[src/verilog/ardc_pkg.sv]
`default_nettype none
package ardc_pkg;
    localparam int CMD_BITS = 8;
    localparam int SEL_WIDTH = 3;
    localparam logic [2:0] SEL_OFFSET = 3'h1;
    localparam logic [2:0] SEL_GAIN = 3'h2;
    localparam logic [2:0] SEL_CONFIG = 3'h3;
    localparam logic [2:0] SEL_SETUP = 3'h5;
    localparam logic [2:0] SEL_DATA = 3'h4;
    localparam int POS_CLASS = 7;
    localparam int POS_CHAN_MSB = 6;
    localparam int POS_CHAN_LSB = 4;
    localparam int POS_DIR = 3;
    localparam int CAL_REG_BITS = 24;
    localparam int CONFIG_REG_BITS = 24;
    localparam int DATA_REG_BITS = 24;
    localparam int SETUP_LEVEL_BITS = 24;
    localparam int SETUP_BITS_PER_SETUP = 12;
    localparam int SETUPS_TWO_CHAN = 4;
    localparam int SETUPS_FOUR_CHAN = 8;
    localparam int SETUPS_EIGHT_CHAN = 16;
    localparam int INIT_ONES_BYTES = 15;
    localparam logic [7:0] INIT_FILL_BYTE = 8'hff;
    localparam logic [7:0] INIT_END_BYTE = 8'hfe;
    localparam int DEFAULT_CHANNELS = 8;
    localparam logic [3:0] DEPTH_RESET = 4'h0;
    typedef enum logic [1:0] {
        ARDC_SEL_NONE_T,
        ARDC_SEL_CAL_T,
        ARDC_SEL_CFG_T,
        ARDC_SEL_STK_T
    } ardc_kind_t;
endpackage
`default_nettype wire

[src/verilog/ardc_bit_counter.sv]
`default_nettype none
// Loadable down counter that flags its last step
module ardc_bit_counter #(
    parameter int WIDTH = 8
) (
    input wire logic mclk,
    input wire logic sys_rst,
    input wire logic load,
    input wire logic [WIDTH-1:0] load_value,
    input wire logic step,
    output logic [WIDTH-1:0] count,
    output logic last
);
    if (WIDTH < 2) begin : g_bad_width
        $error("WIDTH must be at least 2");
    end
    assign last = (count == {{(WIDTH-1){1'b0}}, 1'b1});
    always_ff @(posedge mclk) begin
        if (sys_rst) begin
            count <= '0;
        end else if (load) begin
            count <= load_value;
        end else if (step && count != '0) begin
            count <= count - {{(WIDTH-1){1'b0}}, 1'b1};
        end
    end
endmodule
`default_nettype wire

[src/verilog/ardc_decoder.sv]
`default_nettype none
// Overview of operation
// - Low bits 001 offset, 010 gain
// - Bits 6..4 pick one of 2, 4 or 8 channels
// - Setup stack access: zero top nibble, 101
// - Bit 3 clear writes, set reads
// - Stack length 48, 96 or 192 bits
// - Config depth field sets levels shifted
// - Reset or init sequence restores command mode
// - Data register read ignores channel bits
module ardc_decoder #(
    parameter int CHANNELS = ardc_pkg::DEFAULT_CHANNELS
) (
    input wire logic mclk,
    input wire logic sys_rst,
    input wire logic sclk_pin,
    input wire logic sdi_pin,
    input wire logic cs_n_pin,
    input wire logic [3:0] depth_field,
    input wire logic reg_read_bit,
    output logic sdo,
    output logic sdo_oe,
    output logic command_mode,
    output logic reg_access_active,
    output logic reg_write_strobe,
    output logic reg_write_bit,
    output logic reg_read_strobe,
    output logic [1:0] reg_kind,
    output logic [2:0] channel_index,
    output logic reg_is_gain,
    output logic access_is_read,
    output logic data_read_start
);
    localparam int SETUPS = (CHANNELS == 2) ? ardc_pkg::SETUPS_TWO_CHAN :
        (CHANNELS == 4) ? ardc_pkg::SETUPS_FOUR_CHAN : ardc_pkg::SETUPS_EIGHT_CHAN;
    localparam int LEVEL_LIMIT = SETUPS / 2;
    localparam int CW = 9;

    // Only the three stack sizes exist
    if (CHANNELS != 2 && CHANNELS != 4 && CHANNELS != 8) begin : g_bad_channels
        $error("CHANNELS must be 2, 4 or 8");
    end

    typedef enum logic [1:0] {ARDC_ST_CMD, ARDC_ST_SHIFT, ARDC_ST_DATA} ardc_state_t;

    // Two-stage synchronisers for pins
    logic [1:0] sclk_sync;
    logic [1:0] sdi_sync;
    logic [1:0] cs_sync;
    logic sclk_prev;
    ardc_state_t state;
    logic [7:0] shreg;
    logic [2:0] bitcnt;
    logic [3:0] ones_count;
    logic [CW-1:0] count;
    logic last;
    logic cnt_load;
    logic [CW-1:0] cnt_value;

    wire rise = sclk_sync[1] && !sclk_prev;
    wire fall = !sclk_sync[1] && sclk_prev;
    wire selected = !cs_sync[1];
    wire sample = selected && rise;
    wire [7:0] next_shreg = {shreg[6:0], sdi_sync[1]};
    wire byte_done = sample && bitcnt == 3'h7;
    // Named steps keep the clocked blocks short
    wire count_step = sample && state != ARDC_ST_CMD;
    wire write_step = sample && state == ARDC_ST_SHIFT && !access_is_read;
    wire read_step = selected && fall && state != ARDC_ST_CMD && access_is_read;

    wire [2:0] sel = next_shreg[2:0];
    wire top_zero = next_shreg[7:4] == 4'h0;
    wire class_reg = !next_shreg[ardc_pkg::POS_CLASS];
    wire is_cal = class_reg && (sel == ardc_pkg::SEL_OFFSET || sel == ardc_pkg::SEL_GAIN);
    wire [2:0] chan = next_shreg[ardc_pkg::POS_CHAN_MSB:ardc_pkg::POS_CHAN_LSB];
    wire chan_ok = 32'(chan) < CHANNELS;
    wire is_cfg = top_zero && sel == ardc_pkg::SEL_CONFIG;
    wire is_stk = top_zero && sel == ardc_pkg::SEL_SETUP;
    wire is_data = class_reg && sel == ardc_pkg::SEL_DATA && next_shreg[ardc_pkg::POS_DIR];
    wire dir_read = next_shreg[ardc_pkg::POS_DIR];

    // Depth field counts levels of two setups, capped at the variant's stack
    wire [4:0] depth_levels = {1'b0, depth_field} + 5'h01;
    wire [4:0] levels = (32'(depth_levels) > LEVEL_LIMIT) ? 5'(LEVEL_LIMIT) : depth_levels;
    wire [CW-1:0] stk_bits = CW'(levels) * CW'(ardc_pkg::SETUP_LEVEL_BITS);
    wire [CW-1:0] access_bits = is_stk ? stk_bits :
        is_cfg ? CW'(ardc_pkg::CONFIG_REG_BITS) : CW'(ardc_pkg::CAL_REG_BITS);
    wire start_access = byte_done && state == ARDC_ST_CMD &&
        ((is_cal && chan_ok) || is_cfg || is_stk);
    wire start_data = byte_done && state == ARDC_ST_CMD && is_data;
    wire init_done = byte_done && ones_count == 4'(ardc_pkg::INIT_ONES_BYTES)
        && next_shreg == ardc_pkg::INIT_END_BYTE;

    assign cnt_load = start_access || start_data;
    assign cnt_value = start_data ? CW'(ardc_pkg::DATA_REG_BITS) : access_bits;

    ardc_bit_counter #(.WIDTH(CW)) u_count (
        .mclk(mclk),
        .sys_rst(sys_rst),
        .load(cnt_load),
        .load_value(cnt_value),
        .step(count_step),
        .count(count),
        .last(last)
    );

    // Reset to idle levels so no false sclk edge follows reset
    always_ff @(posedge mclk) begin
        if (sys_rst) begin
            sclk_sync <= 2'h3;
            sdi_sync <= 2'h0;
            cs_sync <= 2'h3;
            sclk_prev <= 1'b1;
        end else begin
            sclk_sync <= {sclk_sync[0], sclk_pin};
            sdi_sync <= {sdi_sync[0], sdi_pin};
            cs_sync <= {cs_sync[0], cs_n_pin};
            sclk_prev <= sclk_sync[1];
        end
    end

    always_ff @(posedge mclk) begin
        if (sys_rst) begin
            shreg <= 8'h00;
            bitcnt <= 3'h0;
        end else if (sample) begin
            shreg <= next_shreg;
            bitcnt <= bitcnt + 3'h1;
        end
    end

    // Fill bytes counted in any state so the init sequence escapes a stuck access
    always_ff @(posedge mclk) begin
        if (sys_rst || init_done) begin
            ones_count <= 4'h0;
        end else if (byte_done) begin
            if (next_shreg == ardc_pkg::INIT_FILL_BYTE) begin
                if (ones_count != 4'(ardc_pkg::INIT_ONES_BYTES)) begin
                    ones_count <= ones_count + 4'h1;
                end
            end else begin
                ones_count <= 4'h0;
            end
        end
    end

    always_ff @(posedge mclk) begin
        if (sys_rst || init_done) begin
            state <= ARDC_ST_CMD;
        end else begin
            case (state)
                ARDC_ST_CMD: begin
                    if (start_access) begin
                        state <= ARDC_ST_SHIFT;
                    end else if (start_data) begin
                        state <= ARDC_ST_DATA;
                    end
                end
                ARDC_ST_SHIFT, ARDC_ST_DATA: begin
                    if (sample && last) begin
                        state <= ARDC_ST_CMD;
                    end
                end
                default: state <= ARDC_ST_CMD;
            endcase
        end
    end

    always_ff @(posedge mclk) begin
        if (sys_rst) begin
            reg_kind <= 2'(ardc_pkg::ARDC_SEL_NONE_T);
            channel_index <= 3'h0;
            reg_is_gain <= 1'b0;
            access_is_read <= 1'b0;
        end else if (start_access) begin
            reg_kind <= is_stk ? 2'(ardc_pkg::ARDC_SEL_STK_T) :
                is_cfg ? 2'(ardc_pkg::ARDC_SEL_CFG_T) : 2'(ardc_pkg::ARDC_SEL_CAL_T);
            channel_index <= is_cal ? chan : 3'h0;
            reg_is_gain <= sel == ardc_pkg::SEL_GAIN;
            access_is_read <= dir_read;
        end else if (start_data) begin
            reg_kind <= 2'(ardc_pkg::ARDC_SEL_NONE_T);
            channel_index <= 3'h0;
            access_is_read <= 1'b1;
        end
    end

    // Writes capture one host bit per sclk rise; reads present on the fall
    always_ff @(posedge mclk) begin
        if (sys_rst) begin
            reg_write_strobe <= 1'b0;
            reg_write_bit <= 1'b0;
            reg_read_strobe <= 1'b0;
            sdo <= 1'b0;
        end else begin
            reg_write_strobe <= write_step;
            reg_write_bit <= sdi_sync[1];
            reg_read_strobe <= read_step;
            if (read_step) begin
                sdo <= reg_read_bit;
            end
        end
    end

    // Levels follow the state one cycle late; reg_kind, channel_index and access_is_read change with it
    always_ff @(posedge mclk) begin
        if (sys_rst) begin
            sdo_oe <= 1'b0;
            command_mode <= 1'b1;
            reg_access_active <= 1'b0;
            data_read_start <= 1'b0;
        end else begin
            sdo_oe <= selected && state != ARDC_ST_CMD && access_is_read;
            command_mode <= state == ARDC_ST_CMD;
            reg_access_active <= state == ARDC_ST_SHIFT;
            data_read_start <= start_data;
        end
    end
endmodule
`default_nettype wire

[config.mk]
export PLATFORM = sky130hd
export DESIGN_NAME = ardc_decoder
export DESIGN_NICKNAME = d
export VERILOG_FILES = /design/src/verilog/ardc_pkg.sv /design/src/verilog/ardc_bit_counter.sv /design/src/verilog/ardc_decoder.sv
export SDC_FILE = /design/constraint.sdc
export NUM_CORES = 1
export LEC_CHECK = 0
export BUFFER_PORTS_ARGS = -buffer_cell sky130_fd_sc_hd__buf_4
export CAP_MARGIN = 20
export CORE_UTILIZATION = 55
export DETAILED_ROUTE_END_ITERATION = 10
export PLACE_DENSITY = 0.75
export SLEW_MARGIN = 20
export SYNTH_ARGS = -nofsm -noshare
export SYNTH_HDL_FRONTEND = slang
export SYNTH_SLANG_ARGS = --single-unit
[constraint.sdc]
create_clock -name mclk -period 8.6 [get_ports mclk]
set_clock_uncertainty 0.1 [all_clocks]
set_input_delay 2.58 -clock mclk [delete_from_list [all_inputs] [get_ports mclk]]
set_output_delay 2.58 -clock mclk [all_outputs]
set_load 0.02 [all_outputs]
* Yosys cells after proc, flatten, opt, wreduce, memory -nomap -nowiden
Index checks and enable logic that the tools add are counted.
** Operators by class
- Equality and inequality tests :: 16
- Bitwise operators :: 0
- Shift operators :: 0
- Mux-type cells :: 20
- $mul :: 1
- Magnitude comparators :: 1
- Reduce and logical (&&, ||, !) cells :: 43
- Div/mod/pow operators :: 0
- Add/subtract/negate cells :: 4
** Operators with widths (number)
- 9-bit two-way mux :: 4
- 1-bit logical AND :: 24
- 8-bit == test, second input constant :: 2
- 2-bit two-way mux :: 7
- 3-bit == test, second input constant :: 3
- 9-bit by 1-bit == test with 1-bit output, second input constant :: 1
- 3-bit two-way mux :: 3
- 9-bit nonzero test :: 1
- 9-bit by 1-bit subtractor with 9-bit output, second input constant :: 1
- 4-bit two-way mux :: 2
- 3-bit by 2-bit == test with 1-bit output, second input constant :: 2
- 5-bit by 2-bit multiplier with 6-bit output, second input constant :: 1
- 2-bit nonzero test :: 3
- 4-bit by 1-bit adder with 5-bit output, second input constant :: 1
- 5-bit by 4-bit greater-than comparator with 1-bit output, second input constant :: 1
- 1-bit zero test :: 5
- 1-bit logical OR :: 5
- 5-bit two-way mux :: 1
- 4-bit by 1-bit adder with 4-bit output, second input constant :: 1
- 4-bit == test, second input constant :: 1
- 4-bit zero test :: 1
- 4-bit inequality test, second input constant :: 1
- 2-bit case mux with 2 select lines :: 1
- 2-bit AND reduction :: 2
- 10 further kinds :: 11
** Storage, ports and cells
- Memories kept :: 0
- RAM bits :: 0
- Bits in latches :: 0
- Memory bits (read-only) :: 0
- Bits of input ports :: 10
- Flip-flop bits (word level) :: 47
- Logic and storage cells :: 106
- Output and inout port bits :: 15

* Longest topological paths before layout
- Word-level depth :: 9
- Gate-level depth with buffers :: 10
- Mapped depth without buffers :: 10

* Hierarchy
From an unflattened synthesis, not the netlist that was laid out.
** Unflattened totals
- Cells, all modules :: 267
- Area, all modules :: 2419.8 µm²
** Modules (own cells, without submodules)
- ardc_decoder :: area each 1843.0 µm², seq. area each 760.7 µm², cells an instance 202, instances 1
- ardc_bit_counter :: area each 576.8 µm², seq. area each 180.2 µm², cells an instance 65, instances 1

* Worst setup path before layout
No wires, ideal clock.
- Kind :: in2reg
- Start :: input port depth_field[0]
- End :: register u_count.count[6]
- Setup time :: 0.086 ns
- Stages on the path :: 9
- Arrival time :: 4.601 ns
- Slack :: 3.813 ns
- Path buffers :: 0
- Data required time :: 8.414 ns
- Cell sequence :: ha_1 > or3_1 > and3_1 > ha_1 > fa_1 > xor2_1 > nand4_1 > a22o_1 > a221oi_2
** On the way
- Cells in the longest elaborated chain, start to end :: 7
** RTL lines
- start: declaration :: RTL line ardc_decoder.sv:19 : input wire logic [3:0] depth_field,
- 4-bit by 1-bit adder with 5-bit output * :: RTL line ardc_decoder.sv:83 : wire [4:0] depth_levels = {1'b0, depth_field} + 5'h01;
- 5-bit by 4-bit greater-than comparator with 1-bit output :: RTL line ardc_decoder.sv:84 : wire [4:0] levels = (32'(depth_levels) > LEVEL_LIMIT) ? 5'(LEVEL_LIMIT) : depth_levels;
- 5-bit two-way mux * :: RTL line ardc_decoder.sv:84
- 5-bit by 2-bit multiplier with 6-bit output * :: RTL line ardc_decoder.sv:85 : wire [CW-1:0] stk_bits = CW'(levels) * CW'(ardc_pkg::SETUP_LEVEL_BITS);
- 9-bit two-way mux * :: RTL line ardc_decoder.sv:86 : wire [CW-1:0] access_bits = is_stk ? stk_bits :
- 9-bit two-way mux * :: RTL line ardc_decoder.sv:95 : assign cnt_value = start_data ? CW'(ardc_pkg::DATA_REG_BITS) : access_bits;
- 9-bit two-way mux * :: RTL line ardc_bit_counter.sv:21 : end else if (load) begin
- end signal: assignment :: RTL line ardc_bit_counter.sv:22 : count <= load_value;
- end signal: assignment :: RTL line ardc_bit_counter.sv:24 : count <= count - {{(WIDTH-1){1'b0}}, 1'b1};
- end: declaration :: RTL line ardc_bit_counter.sv:11 : output logic [WIDTH-1:0] count,
Mark *: on every way between the ends. The rest lies on a longest branch, timed or not.
A chain may end at the register's enable or synchronous reset.

* Worst setup path in the final report
Same ends and word-level chain as after synthesis.

==> flow_summary.json <==
{
  "drcViolationCount": 0,
  "synth_nets": 290,
  "powerDensity_nw_per_um2": 140,
  "p_leak_nw": 1.03,
  "status": "finished, final reports clean",
  "hp-class": "reg -> reg",
  "clock-root-buffer": "clkbuf_8",
  "totalPowerFinal_mw": 0.371,
  "area_growth_pct": 13.1,
  "wl_per_cell_um": 13.7,
  "ys.flop_type": "dfxtp_1",
  "die_w_um": 67.2,
  "htree_levels": 2,
  "fin_setup_tns_ns": 0,
  "clk_latency_ns": 0.30,
  "endpoint_kind": "register",
  "slowest_stage": "fa_1",
  "fin_hold_ws_ns": 0.312,
  "clkTransAtPathRegs_ns": 0.08,
  "ys_types": 58,
  "dp_hpwl_mm": 3.37,
  "maxCapViolCount": 0,
  "fp.coreArea_um2": 4060,
  "slowest_delay_ns": 0.40,
  "async_flop_share_pct": 0,
  "critPathMaxFanout": 4,
  "required_ns": 8.72,
  "die_y_um": 67.2,
  "hold_path_end": "cs_sync[1]$_SDFF_PP1_",
  "finalHoldViolCount": 0,
  "cts_tree": "done",
  "ys_warn_count": 0,
  "synth_edf_count": 0,
  "holdBufCountCts": 0,
  "path_common_cell": "ha_1",
  "finalNonFillerCells": 342,
  "gp_congestion": 0.804,
  "grt_pass1_wl_mm": 7.74,
  "num_rows": 23,
  "ir_drop_mv": 0.102,
  "post_cts_buffers": 0,
  "via_count": 1978,
  "seq_area_um2": 941,
  "ff2ff_path_depth": 7,
  "grt_max_degree": 32,
  "cts_buffers": 5,
  "grt_usage_pct": 22.7,
  "post-route-min-period_ns": 4.72,
  "grt_overflow_total": 0,
  "die-area_um2": 4520,
  "criticalPathCategory": "in -> reg",
  "drtIter0Drc": 115,
  "r2r_setup_slack_ns": 6.23,
  "setup-violations-final": 0,
  "final_antenna_net_count": 0,
  "fillers": 352,
  "path_cells": "buf_4 -> ha_1 -> or3_1 -> and3_1 -> ha_1 -> fa_1 -> xor2_1 -> nand4_1 -> a22o_1 -> a221oi_2",
  "antenna_found_initial": 0,
  "cts_sinks": 47,
  "cts_resized": 0,
  "r2r-end": "u_count.count[4]$_SDFFE_PP0P_",
  "r2r-start": "state[0]$_SDFFE_PP0P_",
  "synthesis.area_um2": 2340,
  "first_global_vias": 1746,
  "port_buffers": 24,
  "arrival_ns": 4.84,
  "max_freq_mhz": 212,
  "dr.pass1.iters": 4,
  "syn_inst": 268,
  "layout_worst_path_cycle_share_pct": 54.9,
  "io_pins": 25,
  "dp_cells": 334,
  "avgSynthCellArea_um2": 8.74,
  "slew_viol_final": 0,
  "initial_core_util_pct": 57.7,
  "relSlewSlack_pct": 43.5,
  "multi_input_area_um2": 1330,
  "vias_per_cell": 5.78,
  "final_layout_size_suffix_gt1_share_pct": 17.5,
  "cp-start-kind": "input port",
  "hold_start": "cs_sync[0]$_SDFF_PP1_",
  "hold_depth": 1,
  "seq_area_frac_synth_pct": 40.2,
  "diodes": 0,
  "nNetsFinal": 313,
  "worst_pin_slew_ns": 0.844,
  "wl_mm": 4.68,
  "synth-seq-cells": 47,
  "rsz0062_at_grt": "no",
  "cts_buffer_depth": 2
}
[cell type report]
cell class              instances  share of cell area, %
clock inverters                 2                  0.472
inverters                      11                   1.56
well taps                      50                   2.36
clock buffers                   6                   2.74
multi-input cells             201                   50.3
flip-flops and latches         47                   35.5
repair buffers                 25                   7.09
[power by group]
part | leakage, nW | total (mW) | internal (mW) | switching [mW]
logic | 0.608 | 0.0208 | 0.00967 | 0.0112
registers | 0.380 | 0.221 | 0.219 | 0.00179
clock network | 0.0412 | 0.130 | 0.0569 | 0.0730
[flip-flops by register name (all words and copies together) (netlist names), 2 cells and up]
signal / flops
bitcnt: 3
channel_index: 3
cs_sync: 2
ones_count: 4
reg_kind: 2
sclk_sync: 2
sdi_sync: 2
shreg: 7
state: 2
u_count.count: 9
[placed cells by master (no fill, tap or decap), types with 2 or more instances in the layout]
cell type	count
o21a_1	2
nor2b_1	5
o211ai_1	2
buf_4	25
nand2_1	32
a22o_1	4
mux2i_1	2
ha_1	11
xnor2_1	6
a31oi_1	4
nand4_1	3
a22oi_1	3
nor2_1	25
and3_1	6
dfxtp_1	47
nor4_1	2
o31ai_1	2
mux2_2	2
a21o_1	2
or4_1	3
nand2b_1	6
or2_2	5
a211oi_1	2
nand3_1	10
inv_1	11
xor2_1	3
a21oi_1	19
nor3b_1	2
clkbuf_8	5
nor3_1	6
o21ai_0	5
[cells by family (layout without fill, tap and decap cells)]
kind of cell	Yosys count	count (layout)	synth area share [%]
AND/OR/NAND/NOR	118	118	27.2
AO/OA/AOI/OAI	58	58	17.4
flip-flops	47	47	40.2
buffers and inverters	20	44	3.26
adder cells (fa/ha/maj)	12	12	6.73
XOR/XNOR	9	9	3.37
multiplexers	4	4	1.82
[how the worst max path moves through the flow]
stage | start | to | slack (ns) | depth (start not counted)
2_1_floorplan | depth_field[0] | u_count.count[6]$_SDFFE_PP0P_ | 3.81 | 9
3_3_place_gp | depth_field[0] | u_count.count[6]$_SDFFE_PP0P_ | 3.62 | 10
3_5_place_dp | depth_field[0] | u_count.count[6]$_SDFFE_PP0P_ | 3.56 | 10
4_1_cts | depth_field[0] | u_count.count[6]$_SDFFE_PP0P_ | 3.88 | 10
5_1_grt | depth_field[0] | u_count.count[6]$_SDFFE_PP0P_ | 3.76 | 10
6_report | depth_field[0] | u_count.count[6]$_SDFFE_PP0P_ | 3.88 | 10
[cell usage after synthesis (3+ instances only)]
| cell | count | area, µm² |
|---|---|---|
| a21oi_1 | 19 | 95.1 |
| a22o_1 | 4 | 35.0 |
| a22oi_1 | 3 | 22.5 |
| a31oi_1 | 4 | 25.0 |
| and3_1 | 6 | 37.5 |
| clkbuf_1 | 8 | 30.0 |
| dfxtp_1 | 47 | 941 |
| ha_1 | 11 | 138 |
| inv_1 | 11 | 41.3 |
| nand2_1 | 32 | 120 |
| nand2b_1 | 6 | 37.5 |
| nand3_1 | 10 | 50.1 |
| nand4_1 | 3 | 18.8 |
| nor2_1 | 25 | 93.8 |
| nor2b_1 | 5 | 31.3 |
| nor3_1 | 6 | 30.0 |
| o21ai_0 | 5 | 25.0 |
| or2_2 | 5 | 31.3 |
| or4_1 | 3 | 22.5 |
| xnor2_1 | 6 | 52.6 |
| xor2_1 | 3 | 26.3 |
[routing by layer]
layer / part of all wire (%) / track usage, % / vias to the layer above / wire length [µm]
met3: 4.2 / 5.07 / 10 / 196
li1: - / - / 1006 / -
met2: 43 / 34.6 / 43 / 2010
met1: 51 / 30.5 / 919 / 2370
met4: 2.1 / 10.1 / 0 / 97
met5: 0 / 0 / - / 0
[critical path: cells and delay by family]
| kind | cells | cell delay, ns |
|---|---|---|
| AOI/OAI and AO/OA | 2 | 0.42 |
| and+or+nand+nor | 3 | 0.71 |
| adders and majority gates | 3 | 0.86 |
| xor gates and xnor gates | 1 | 0.15 |
| buffers and inverters | 1 | 0.12 |
[through the flow]
| stage | cell area, µm² | util, % | worst slack, ns |
|---|---|---|---|
| 2_1_floorplan | 2340 | - | 3.81 |
| 3_3_place_gp | 2560 | 63.0 | 3.62 |
| 3_5_place_dp | 2560 | 63.0 | 3.56 |
| 4_1_cts | 2640 | 65.1 | 3.88 |
| 5_1_grt | 2650 | 65.3 | 3.76 |
| 6_report | 2650 | 65.3 | 3.88 |
Power figures use the tool's default switching activity.
